## config.mk

```make
export PLATFORM = sky130hd
export DESIGN_NAME = asc_top
export DESIGN_NICKNAME = d
export VERILOG_FILES = /design/src/logic/asc_pkg.sv /design/src/logic/asc_prescaler.sv /design/src/logic/asc_top.sv
export VERILOG_INCLUDE_DIRS = /design/src /design/src/logic
export SDC_FILE = /design/constraint.sdc
export NUM_CORES = 1
export LEC_CHECK = 0
export ABC_CLOCK_PERIOD_IN_PS = 14690
export BUFFER_PORTS_ARGS = -buffer_cell sky130_fd_sc_hd__buf_2
export CAP_MARGIN = 25
export CORE_UTILIZATION = 65
export DETAILED_ROUTE_END_ITERATION = 6
export PLACE_DENSITY = 0.85
export SLEW_MARGIN = 20
export SYNTH_ARGS = -nofsm -noshare
export SYNTH_HDL_FRONTEND = slang
export SYNTH_HIERARCHICAL = 1
export SYNTH_SLANG_ARGS = --single-unit
export TNS_END_PERCENT = 50
```

## constraint.sdc

```tcl
create_clock -name core_clk -period 14.69 [get_ports core_clk]
set_input_delay 2.2035 -clock core_clk [delete_from_list [all_inputs] [get_ports core_clk]]
set_output_delay 2.2035 -clock core_clk [all_outputs]
set_load 0.005 [all_outputs]
```

## src/logic/asc_params.svh

```systemverilog
// constants of the converter sequencer: offsets, fields, reset values, counts
// Contract
// [RL1] set sequence complete flag per finished sequence
// [RL2] set conversion flag when result register loads
// [RL3] sample phases: 2, 4, then 2/4/8/16 clocks
// [RL4] convert 10 or 12 clocks, then store result
// [RL5] 8 or 10 bit binary search
// [RL6] prescaler divides 1..32, then by two
// [RL7] continuous sequence stops on stop or wait
// [RL8] power down: bit clear, stop, wait
// [RL9] power-up bit resets to zero
// [RL10] power down aborts sequence, stops clocks
// [RL11] power-up keeps registers; software waits bias
// [RL12] registers accessible in program power down
// [RL13] no register access in wait power down
// [RL14] stop-in-wait clear ignores wait signal
// [RL15] gate submodule clocks when not active
// [RL16] freeze select: ignore, finish, or immediate
// [RL17] freeze holds state, allows register access
// [RL18] soft reset keeps power-up bit, goes idle
// [RL19] module reset ends sequence, clears flags
// [RL20] leaving wait power down resumes unchanged
// [RL21] terminating freeze leaves module idle
// [RL22] control four/five write restarts, clears flags
// [RL23] continuous runs until stopped or replaced
// [RL24] scan, multi-channel, special-conversion bits
// [RL25] sequence length of 1, 4 or 8
`ifndef ASC_PARAMS_SVH
`define ASC_PARAMS_SVH
// ==========================================
// register offsets
`define ASC_OFF_CTL2 4'h0
`define ASC_OFF_CTL3 4'h1
`define ASC_OFF_CTL4 4'h2
`define ASC_OFF_CTL5 4'h3
`define ASC_OFF_STAT 4'h4
`define ASC_OFF_CCF 4'h5
`define ASC_OFF_TEST 4'h6
// ==========================================
// field positions
`define ASC_CTL2_PU 7
`define ASC_CTL2_SIW 6
`define ASC_CTL3_S1C 3
`define ASC_CTL3_FRZ 0
`define ASC_CTL4_RES10 7
`define ASC_CTL4_SMP 5
`define ASC_CTL4_PRS 0
`define ASC_CTL5_S8C 6
`define ASC_CTL5_SCAN 5
`define ASC_CTL5_MULTI_CHANNEL_BIT 4
`define ASC_CTL5_SC 3
`define ASC_CTL5_CH 0
`define ASC_STAT_SCF 15
`define ASC_STAT_BUSY 14
`define ASC_TEST_SRST 0
// ==========================================
// reset values
`define ASC_RST_FRZ 2'h0
`define ASC_RST_SMP 2'h0
`define ASC_RST_PRS 5'h01
`define ASC_RST_CH 3'h0
// ==========================================
// freeze responses and phase lengths in module clocks
`define ASC_FRZ_IGN 2'h0
`define ASC_FRZ_FIN 2'h1
`define ASC_FRZ_NOW 2'h2
`define ASC_FRZ_ABT 2'h3
`define ASC_CAP_CLKS 5'h02
`define ASC_AMP_CLKS 5'h04
`define ASC_DIR_BASE 5'h02
`define ASC_CONV8_CLKS 5'h0a
`define ASC_CONV10_CLKS 5'h0c
`endif

```

## src/logic/asc_pkg.sv

```systemverilog
// types of the converter sequencer
package asc_pkg;
  typedef enum logic [5:0] {
    ASC_IDLE = 6'b000001,
    ASC_NEXT = 6'b000010,
    ASC_SCAP = 6'b000100,
    ASC_SAMP = 6'b001000,
    ASC_SDIR = 6'b010000,
    ASC_CONV = 6'b100000
  } asc_state_t;
  typedef struct packed {
    logic [4:0] cnt;
    logic half;
  } asc_div_st_t;
  typedef struct packed {
    logic pu;
    logic siw;
    logic s1c;
    logic [1:0] frz;
    logic res10;
    logic [1:0] smp;
    logic [4:0] prs;
    logic s8c;
    logic scan;
    logic multi_channel_bit;
    logic sc;
    logic [2:0] ch;
    logic [7:0] ccf;
    logic sequence_complete_flag;
    logic [7:0][9:0] res;
    asc_state_t st;
    logic [4:0] cnt;
    logic [2:0] idx;
    logic [2:0] chan;
    logic [9:0] approximation_register;
    logic [9:0] trial;
    logic cmp_m;
    logic cmp_s;
    logic stop_m;
    logic stop_s;
    logic wait_m;
    logic wait_s;
    logic dbg_m;
    logic dbg_s;
    logic [15:0] rdata;
  } asc_top_st_t;
endpackage

```

## src/logic/asc_prescaler.sv

```systemverilog
// module clock prescaler: five bit modulus counter and a divide by two
`timescale 1ns/1ps
`default_nettype none
module asc_prescaler (
  input wire logic core_clk, // peripheral clock
  input wire logic rst, // asynchronous reset, active high
  input wire logic run, // low clears the counter
  input wire logic hold, // keeps the count where it stands
  input wire logic [4:0] div, // divide by div plus one
  output logic tick // one module clock step
);
  import asc_pkg::*;
  asc_div_st_t s;
  asc_div_st_t next_s;

  // ==========================================
  // counter
  // a tick every 2*(div+1) peripheral clocks
  assign tick = run & ~hold & s.half & (s.cnt == div); // RL6
  always_comb
  begin
    next_s = s;
    if (!run)
    begin
      next_s = '0; // digital clocks stopped
    end
    else if (!hold)
    begin
      if (s.cnt == div) // RL6
      begin
        next_s.cnt = 5'h00;
        next_s.half = ~s.half;
      end
      else
      begin
        next_s.cnt = s.cnt + 5'h01;
      end
    end
  end

  // state register
  always_ff @(posedge core_clk or posedge rst)
  begin
    if (rst)
      s <= '0;
    else
      s <= next_s;
  end
endmodule
`default_nettype wire

```

## src/logic/asc_top.sv

```systemverilog
// converter sequencer: registers, sample timing, approximation and power modes
`timescale 1ns/1ps
`default_nettype none
`include "asc_params.svh"
module asc_top (
  input wire logic core_clk, // peripheral clock, 125 MHz
  input wire logic rst, // system reset, asynchronous, active high
  input wire logic [3:0] addr, // register address
  input wire logic [15:0] wdata, // write data
  input wire logic wr, // write strobe
  input wire logic rd, // read strobe
  output logic [15:0] rdata, // read data, cycle after the strobe
  input wire logic cmp_in, // comparator: sample at or above reference
  input wire logic stop_req, // processor stop level
  input wire logic wait_req, // processor wait level
  input wire logic debug_mode_signal, // debug freeze request level
  output logic [2:0] mux_chan, // analog input channel
  output logic ref_conv, // convert internal reference levels
  output logic sample_cap_on, // input onto sample capacitor
  output logic sample_amp_on, // buffer amplifier charges storage node
  output logic sample_direct_on, // input straight onto storage node
  output logic [9:0] dac_code, // approximation register to the arrays
  output logic sh_clk_en, // sample stage clock enable
  output logic conv_clk_en, // conversion stage clock enable
  output logic analog_power_on, // analog bias enable
  output logic seq_complete, // sequence complete flag
  output logic busy // sequence in progress
);
  import asc_pkg::*;
  asc_top_st_t s;
  asc_top_st_t next_s;
  logic tick;
  logic pd_off;
  logic pd_wait;
  logic hold;
  logic acc_ok;
  logic restart;
  logic srst;
  logic frz_fin;
  logic frz_abt;
  logic [2:0] last_idx;
  logic [4:0] dir_len;
  logic [4:0] conv_len;
  logic [9:0] top_bit;

  // ==========================================
  // power, freeze and access conditions
  // program power down and stop abort; wait power down only holds
  assign pd_off = ~s.pu | s.stop_s; // RL8 RL9 RL7
  assign pd_wait = s.wait_s & s.siw; // RL14 RL8
  assign frz_fin = s.dbg_s & (s.frz == `ASC_FRZ_FIN); // RL16
  assign frz_abt = s.dbg_s & (s.frz == `ASC_FRZ_ABT); // RL21
  assign hold = pd_wait | (s.dbg_s & (s.frz == `ASC_FRZ_NOW)); // RL17 RL20
  assign acc_ok = ~pd_wait; // RL13 RL12 RL17
  assign restart = wr & acc_ok & ((addr == `ASC_OFF_CTL4) | (addr == `ASC_OFF_CTL5));
  assign srst = wr & acc_ok & (addr == `ASC_OFF_TEST) & wdata[`ASC_TEST_SRST];

  // sequence shape and phase lengths
  assign last_idx = s.s8c ? 3'h7 : (s.s1c ? 3'h0 : 3'h3); // RL25
  assign dir_len = `ASC_DIR_BASE << s.smp; // RL3
  assign conv_len = s.res10 ? `ASC_CONV10_CLKS : `ASC_CONV8_CLKS; // RL4
  assign top_bit = s.res10 ? 10'h200 : 10'h080; // RL5

  // ==========================================
  // module clock
  // the prescaler only runs while a sequence is live, so idle costs no toggles
  asc_prescaler u_prescaler (
    .core_clk(core_clk),
    .rst(rst),
    .run(~pd_off & (s.st != ASC_IDLE)), // RL10 RL15
    .hold(hold),
    .div(s.prs),
    .tick(tick)
  );

  // ==========================================
  // next state
  always_comb
  begin
    next_s = s;
    // comparator, stop, wait and debug pins pass two flip-flops before any logic reads them
    next_s.cmp_m = cmp_in;
    next_s.cmp_s = s.cmp_m;
    next_s.stop_m = stop_req;
    next_s.stop_s = s.stop_m;
    next_s.wait_m = wait_req;
    next_s.wait_s = s.wait_m;
    next_s.dbg_m = debug_mode_signal;
    next_s.dbg_s = s.dbg_m;

    // register reads, blocked during wait power down
    next_s.rdata = 16'h0000;
    if (rd & acc_ok) // RL13
    begin
      if (addr[3])
      begin
        next_s.rdata = {6'h00, s.res[addr[2:0]]};
        next_s.ccf[addr[2:0]] = 1'b0; // a result read retires its flag
      end
      else
      begin
        unique case (addr)
          `ASC_OFF_CTL2: next_s.rdata = {8'h00, s.pu, s.siw, 6'h00};
          `ASC_OFF_CTL3: next_s.rdata = {12'h000, s.s1c, 1'b0, s.frz};
          `ASC_OFF_CTL4: next_s.rdata = {8'h00, s.res10, s.smp, s.prs};
          `ASC_OFF_CTL5: next_s.rdata = {9'h000, s.s8c, s.scan, s.multi_channel_bit, s.sc, s.ch};
          `ASC_OFF_STAT: next_s.rdata = {s.sequence_complete_flag, s.st != ASC_IDLE, 11'h000, s.idx};
          `ASC_OFF_CCF: next_s.rdata = {8'h00, s.ccf};
          default: next_s.rdata = 16'h0000;
        endcase
      end
    end

    // register writes; powered-down program mode still takes them
    if (wr & acc_ok) // RL12
    begin
      unique case (addr)
        `ASC_OFF_CTL2:
        begin
          next_s.pu = wdata[`ASC_CTL2_PU]; // RL11
          next_s.siw = wdata[`ASC_CTL2_SIW];
        end
        `ASC_OFF_CTL3:
        begin
          next_s.s1c = wdata[`ASC_CTL3_S1C];
          next_s.frz = wdata[`ASC_CTL3_FRZ +: 2]; // RL16
        end
        `ASC_OFF_CTL4:
        begin
          next_s.res10 = wdata[`ASC_CTL4_RES10];
          next_s.smp = wdata[`ASC_CTL4_SMP +: 2];
          next_s.prs = wdata[`ASC_CTL4_PRS +: 5];
        end
        `ASC_OFF_CTL5:
        begin
          next_s.s8c = wdata[`ASC_CTL5_S8C];
          next_s.scan = wdata[`ASC_CTL5_SCAN]; // RL24
          next_s.multi_channel_bit = wdata[`ASC_CTL5_MULTI_CHANNEL_BIT]; // RL24
          next_s.sc = wdata[`ASC_CTL5_SC]; // RL24
          next_s.ch = wdata[`ASC_CTL5_CH +: 3];
        end
        default:
        begin
        end
      endcase
    end

    // ==========================================
    // sequencer
    if (pd_off)
    begin
      next_s.st = ASC_IDLE; // RL10 RL7 RL23
    end
    else if (frz_abt & (s.st != ASC_IDLE))
    begin
      next_s.st = ASC_IDLE; // RL21
    end
    else if (restart)
    begin
      next_s.ccf = 8'h00; // RL22
      next_s.sequence_complete_flag = 1'b0; // RL22
      next_s.idx = 3'h0;
      next_s.st = ASC_NEXT; // RL22
    end
    else if (!hold)
    begin
      unique case (s.st)
        ASC_IDLE:
        begin
        end
        ASC_NEXT:
        begin
          // a finishing freeze parks here, before the next sample starts
          if (!frz_fin) // RL16
          begin
            next_s.chan = s.multi_channel_bit ? s.ch + s.idx : s.ch; // RL24
            next_s.cnt = 5'h00;
            next_s.st = ASC_SCAP;
          end
        end
        ASC_SCAP:
        begin
          if (tick)
          begin
            next_s.cnt = s.cnt + 5'h01;
            if (s.cnt == `ASC_CAP_CLKS - 5'h01) // RL3
            begin
              next_s.cnt = 5'h00;
              next_s.st = ASC_SAMP;
            end
          end
        end
        ASC_SAMP:
        begin
          if (tick)
          begin
            next_s.cnt = s.cnt + 5'h01;
            if (s.cnt == `ASC_AMP_CLKS - 5'h01) // RL3
            begin
              next_s.cnt = 5'h00;
              next_s.st = ASC_SDIR;
            end
          end
        end
        ASC_SDIR:
        begin
          if (tick)
          begin
            next_s.cnt = s.cnt + 5'h01;
            if (s.cnt == dir_len - 5'h01) // RL3
            begin
              next_s.cnt = 5'h00;
              next_s.approximation_register = top_bit; // RL5
              next_s.trial = top_bit;
              next_s.st = ASC_CONV;
            end
          end
        end
        ASC_CONV:
        begin
          if (tick)
          begin
            next_s.cnt = s.cnt + 5'h01;
            // binary search: keep the trial bit if the sample is at or above it
            if (s.trial != 10'h000) // RL5
            begin
              next_s.approximation_register = (s.cmp_s ? s.approximation_register : (s.approximation_register & ~s.trial)) | (s.trial >> 1);
              next_s.trial = s.trial >> 1;
            end
            if (s.cnt == conv_len - 5'h01) // RL4
            begin
              next_s.res[s.idx] = s.approximation_register; // RL4
              next_s.ccf[s.idx] = 1'b1; // RL2
              next_s.cnt = 5'h00;
              if (s.idx == last_idx)
              begin
                next_s.sequence_complete_flag = 1'b1; // RL1
                next_s.idx = 3'h0;
                next_s.st = s.scan ? ASC_NEXT : ASC_IDLE; // RL23 RL24
              end
              else
              begin
                next_s.idx = s.idx + 3'h1;
                next_s.st = ASC_NEXT;
              end
            end
          end
        end
      endcase
    end

    // ==========================================
    // soft module reset: power-up bit and results survive
    if (srst)
    begin
      next_s.siw = 1'b0; // RL18 RL19
      next_s.s1c = 1'b0;
      next_s.frz = `ASC_RST_FRZ;
      next_s.res10 = 1'b0;
      next_s.smp = `ASC_RST_SMP;
      next_s.prs = `ASC_RST_PRS;
      next_s.s8c = 1'b0;
      next_s.scan = 1'b0;
      next_s.multi_channel_bit = 1'b0;
      next_s.sc = 1'b0;
      next_s.ch = `ASC_RST_CH;
      next_s.ccf = 8'h00; // RL19
      next_s.sequence_complete_flag = 1'b0; // RL19
      next_s.idx = 3'h0;
      next_s.cnt = 5'h00;
      next_s.st = ASC_IDLE; // RL18
    end
  end

  // ==========================================
  // state register
  always_ff @(posedge core_clk or posedge rst)
  begin
    if (rst)
    begin
      s <= '0; // RL9 RL19
      s.st <= ASC_IDLE;
      s.prs <= `ASC_RST_PRS;
    end
    else
    begin
      s <= next_s;
    end
  end

  // ==========================================
  // outputs
  // submodule clocks run only in their own phases
  assign rdata = s.rdata;
  assign mux_chan = s.chan;
  assign ref_conv = s.sc;
  assign sample_cap_on = s.st[2];
  assign sample_amp_on = s.st[3];
  assign sample_direct_on = s.st[4];
  assign dac_code = s.approximation_register;
  assign sh_clk_en = (s.st[2] | s.st[3] | s.st[4]) & ~hold; // RL15
  assign conv_clk_en = s.st[5] & ~hold; // RL15
  assign analog_power_on = ~pd_off & ~pd_wait; // RL8
  assign seq_complete = s.sequence_complete_flag;
  assign busy = ~s.st[0];
endmodule
`default_nettype wire

```

# ---- After elaboration in Yosys (flattened, before gate mapping)
# Index checks and enable logic that the tools add are counted.
dict set report totals {
  reg_bits 176
  latchBits 0
  ram_bits 0
  romBits 0
  inputBits 28
  output_inout_bits 38
  word_cells 230
  memories 0
}
dict set report classes {
  add_sub_neg 6
  n_mul 0
  div_mod_pow 0
  order_cmp 4
  eq_ne 47
  shifts 1
  n_mux 67
  n_bitwise 37
  n_reduce_logical 29
}
# op count
set ops {}
lappend ops {{two-way mux 89 bit} 3}
lappend ops {{two-way mux 103 bit} 2}
lappend ops {{two-way mux 126 bit} 1}
lappend ops {{case mux 16 bit (6 select lines)} 1}
lappend ops {{bitwise mux 80 bit} 1}
lappend ops {{two-way mux 20 bit} 4}
lappend ops {{two-way mux 80 bit} 1}
lappend ops {{two-way mux 11 bit} 7}
lappend ops {{two-way mux 31 bit} 2}
lappend ops {{case mux 11 bit (5 select lines)} 1}
lappend ops {{inequality test 6 bit, second input constant} 9}
lappend ops {{two-way mux 10 bit} 4}
lappend ops {{case mux 20 bit (2 select lines)} 1}
lappend ops {{two-way mux 16 bit} 2}
lappend ops {{binary-select mux 10 bit (select 3 bit)} 1}
lappend ops {{demux 10 bit (select 3 bit)} 1}
lappend ops {{two-way mux 6 bit} 5}
lappend ops {{two-way mux 28 bit} 1}
lappend ops {{two-way mux 3 bit} 9}
lappend ops {{two-way mux 8 bit} 3}
lappend ops {{two-way mux 23 bit} 1}
lappend ops {{two-way mux 19 bit} 1}
lappend ops {{AND 1 bit} 17}
lappend ops {{equality test 5 bit} 3}
lappend ops {{55 further kinds} 110}

# ---- Longest topological paths before layout
dict set report logic_depth {
  depth_word 17
  ltp_mapped 12
  depth_no_buf 9
}

# ---- Cells and area by module
# The synthesis kept the hierarchy.
# module n_inst cells_each area_each_um2 seq_area_each_um2
set modules_own_cells {}
lappend modules_own_cells {asc_top 1 724 8219.1 4156.5}
lappend modules_own_cells {asc_prescaler 1 43 414.1 150.1}

# ---- Least setup slack after synthesis
# Ideal clock, no wire load.
dict set report synth_path {
  path_kind {in2reg}
  start {input addr[0]}
  end {register s, in the netlist rdata[1]}
  setup_ns 0.088
  arrival_ns 3.936
  t_required_ns 14.602
  setup_slack_ns 10.666
  path_stages 7
  path_buffers 3
  path_cell_list {clkbuf_1 buf_1 nand2_1 nor2_1 clkbuf_1 a21oi_1 o22ai_1}
}
# element line
set synth_rtl {}
lappend synth_rtl {{start, declared} asc_top.sv:8} ;# input wire logic [3:0] addr,
lappend synth_rtl {{end signal, assigned} asc_top.sv:287} ;# s <= next_s;
lappend synth_rtl {{end, declared} asc_top.sv:30} ;# asc_top_st_t s;

# ---- Worst setup path after layout
dict set report layout_path {
  start {input addr[1]}
  end {register s[54] (netlist name)}
}
dict set report layout_between {
  elab_chain_len 5
  elab_cells_between_ends 19
  cone_classes {eq/ne: 12; mux: 1; bitwise: 4; reduce/logical: 2}
}
# element line
set layout_rtl {}
lappend layout_rtl {{equality test 4 x 3 -> 1 bit (no source line) or equality test 4 x 2 -> 1 bit (tied branches)} --}
lappend layout_rtl {{AND 1 bit or OR 1 bit (tied branches)} {asc_top.sv:56, asc_top.sv:55}}
lappend layout_rtl {{AND 1 bit (on tied branches)} {asc_top.sv:56, asc_top.sv:55}}
lappend layout_rtl {{nonzero test 6 bit (no source line) (tied with other cells)} --}
lappend layout_rtl {{AND reduction 10 bit (no source line)} --}
# Several ways; a longest one is shown, not always the timed one.
# A chain may end at the register's enable or synchronous reset.

==> reports/metrics.yaml <==
outcome:
  status: "finished clean"
routing:
  firstDrtPassIters: 6
  drt_iter0_drc: 556
  ant_nets: 0
  drc: 0
  viasPerCell: 6.55
  drt_wl_total_um: 20600
  wl_per_cell_um: 21.2
  via_count: 6348
global_route:
  use_met2: 0.523
  grt_pass1_wl_um: 32700
  grt_pass1_vias: 6433
  use_met3: 0.0855
  grt_max_degree: 85
  grt_util_all_layers: 0.322
  antenna_found_initial: 0
  grt-busiest-layer: "met2"
  overflow: 0
  grt.met1_usage: 0.406
floorplan:
  ioPinCount: 66
  start_util: 0.676
  die_area_um2: 13700
  die_h_um: 117
  die_width_um: 117
  num_rows: 41
  core_um2: 12800
synthesis:
  synthDistinctLibCells: 76
  synth_area_leaders: "dfrtp_1 (49%), mux2_2 (10%), mux4_2 (5.2%), nand2_1 (3.7%), o21ai_0 (2.9%)"
  ys_seq_area_frac: 0.499
  synth_top_area_share: 0.493
  synth-seq-cells: 172
  synth_area_leader_cell: "dfrtp_1"
  synthArstFlopShare: 1.00
  synth_ff_type: "dfrtp_1"
  synth_area_um2: 8630
  synth_area_per_cell_um2: 11.3
  synth_cells: 767
  synth_enable_flop_cells: 0
  yosys_warnings: 6
layout:
  nNetsFinal: 819
  multi_input_area_um2: 3920
  area_growth_pct: 8.52
  fin_util: 0.733
  stdcell_area_um2: 9370
  seq_area_um2: 4310
  layout-drive-gt1-share: 0.271
  nFillCells: 865
  antennaDiodeCount: 0
placement:
  place_hpwl_um: 13500
  numPortBuffers: 53
  placed_cell_area_um2: 8810
  place.gp.congestion: 0.933
pwr:
  p_switching_uw: 251
  ir_drop_uv: 85.8
  p_clk_frac: 0.421
  p_per_area_nw_per_um2: 110
  p_seq_frac: 0.494
  combPwrFrac: 0.085
  p_leak_nw: 4.32
  power.total_mw: 1.03
  internal_power_uw: 775
  swShare: 0.245
clock_tree:
  cts_tree: "built"
  numCtsBuffers: 17
  clock_path_buffers: 2
  clock_latency_ns: 0.43
  cts-root-buf: "clkbuf_16"
  htreeDepth: 4
  clk_pin_slew_ns: 0.06
  cts_sinks: 172
  post_cts_buffers: 0
  ctsResizeCount: 0
  cts_hold_repair.buffers: 0
timing:
  tightest_slew_ns: 1.01
  final-setup-viol-count: 0
  final.min_clock_period_ns: 4.62
  hold_viol: 0
  skew_ns: 0.00855
  fmax_ghz: 0.216
  rsz0062_at_grt: "false"
  slew_headroom: 0.326
  finalCritPeriodShare: 0.315
  drv_slew: 0
  setup_tns_ns: 0
setup_path:
  worst_ep_arrival_time_ns: 4.99
  worst-path-max-fanout: 39
  crit_type: "in2reg"
  critPathLaunchType: "input port"
  end_kind: "register"
  required_ns: 15.06
worst_hold_path:
  hp-class: "reg2reg"
run:
  drv_cap: 0
[stage by stage]
stage | setup WS [ns] | hold slack (ns) | cells
final | 10.07 | 0.350 | 969
after CTS | 10.11 | 0.355 | 969
after detailed placement | 9.70 | 0.341 | 938
after global placement | 9.73 | 0.333 | 938
after floorplan | 8.00 | 0.331 | 770
after global routing | 9.85 | 0.357 | 969
[final timing paths]
check | slack (ns) | endpoint | cells after the start | from
setup / recovery | 10.07 | s[54] | 6 | addr[1]
hold / removal | 0.35 | s[22] | 0 | next_s[22]
setup reg to reg | 11.20 | register | 10 | sample_cap_on
hold reg to reg | 0.35 | s[22] | 0 | next_s[22]
max in group asynchronous | 11.55 | ref_conv | 3 | rst
min in group asynchronous | 1.72 | u_prescaler/s[1] | 2 | rst
[final cells by class]
type | instances | area share
clock buffer | 22 | 0.0495
inverter | 15 | 0.00654
multi-input combinational | 521 | 0.418
clock inverter | 9 | 0.0101
sequential | 172 | 0.460
tap | 172 | 0.0230
timing repair buffer | 58 | 0.0327
[cell usage after synthesis, types with 7 or more instances]
cell type	instances
nor4b_1	7
o22ai_1	9
nor3_1	15
mux4_2	20
clkbuf_1	21
mux2i_1	17
and3_1	7
dfrtp_1	170
a21bo_2	7
nor4_1	7
buf_4	31
nor2_1	26
a21oi_1	40
o31ai_1	8
o21ai_0	50
inv_1	14
nand3_1	31
nand2_1	86
xnor2_1	7
mux2_2	80
nand2b_1	13
[cell families (layout without fill, tap and decap cells)]
| kind of cell | Yosys count | after routing | share of synthesized area |
|---|---|---|---|
| simple gates | 230 | 230 | 0.141 |
| compound gates | 153 | 153 | 0.114 |
| xor+xnor | 9 | 9 | 0.00913 |
| flops | 172 | 172 | 0.499 |
| other cells | 1 | 4 | 0.000434 |
| fa+ha+maj | 6 | 6 | 0.00957 |
| mux | 119 | 119 | 0.179 |
| buf+inv | 77 | 104 | 0.0484 |
[worst max-delay path, cell delays in order]
cell	delay (ns)
buf_2	0.73
nor4bb_1	0.52
and3_1	0.68
a21oi_2	0.20
or4b_1	0.55
nand3_1	0.09
[placed cells by master (no fill, tap or decap), drive strengths merged, types with 10 or more instances in the layout]
master,netlist,routed
mux4,20,20
o22ai,10,10
mux2,82,82
dfrtp,170,170
nor2,27,27
buf,41,58
nor3,20,20
nand2b,13,13
o21ai,51,51
mux2i,17,17
a21oi,41,41
clkbuf,21,22
nand2,87,87
nand3,33,33
inv,14,14
[power groups by stage]
| stage | clock, mW | combinational [mW] | sequential, mW |
|---|---|---|---|
| 2_1_floorplan | 0 | 0.0664 | 0.507 |
| 3_3_place_gp | 0 | 0.0827 | 0.513 |
| 3_5_place_dp | 0 | 0.0854 | 0.514 |
| 4_1_cts | 0.435 | 0.0869 | 0.506 |
| 5_1_grt | 0.452 | 0.0963 | 0.508 |
| 6_report | 0.432 | 0.0875 | 0.507 |
[per-layer routing]
| metal | part of all wire | up-vias | routed length, um |
|---|---|---|---|
| met5 | 0 | - | 0 |
| met4 | 0.032 | 0 | 665 |
| met3 | 0.079 | 67 | 1640 |
| met2 | 0.50 | 332 | 10200 |
| met1 | 0.39 | 3156 | 8060 |
| li1 | - | 2793 | - |
(Power assumes the default switching activity.)
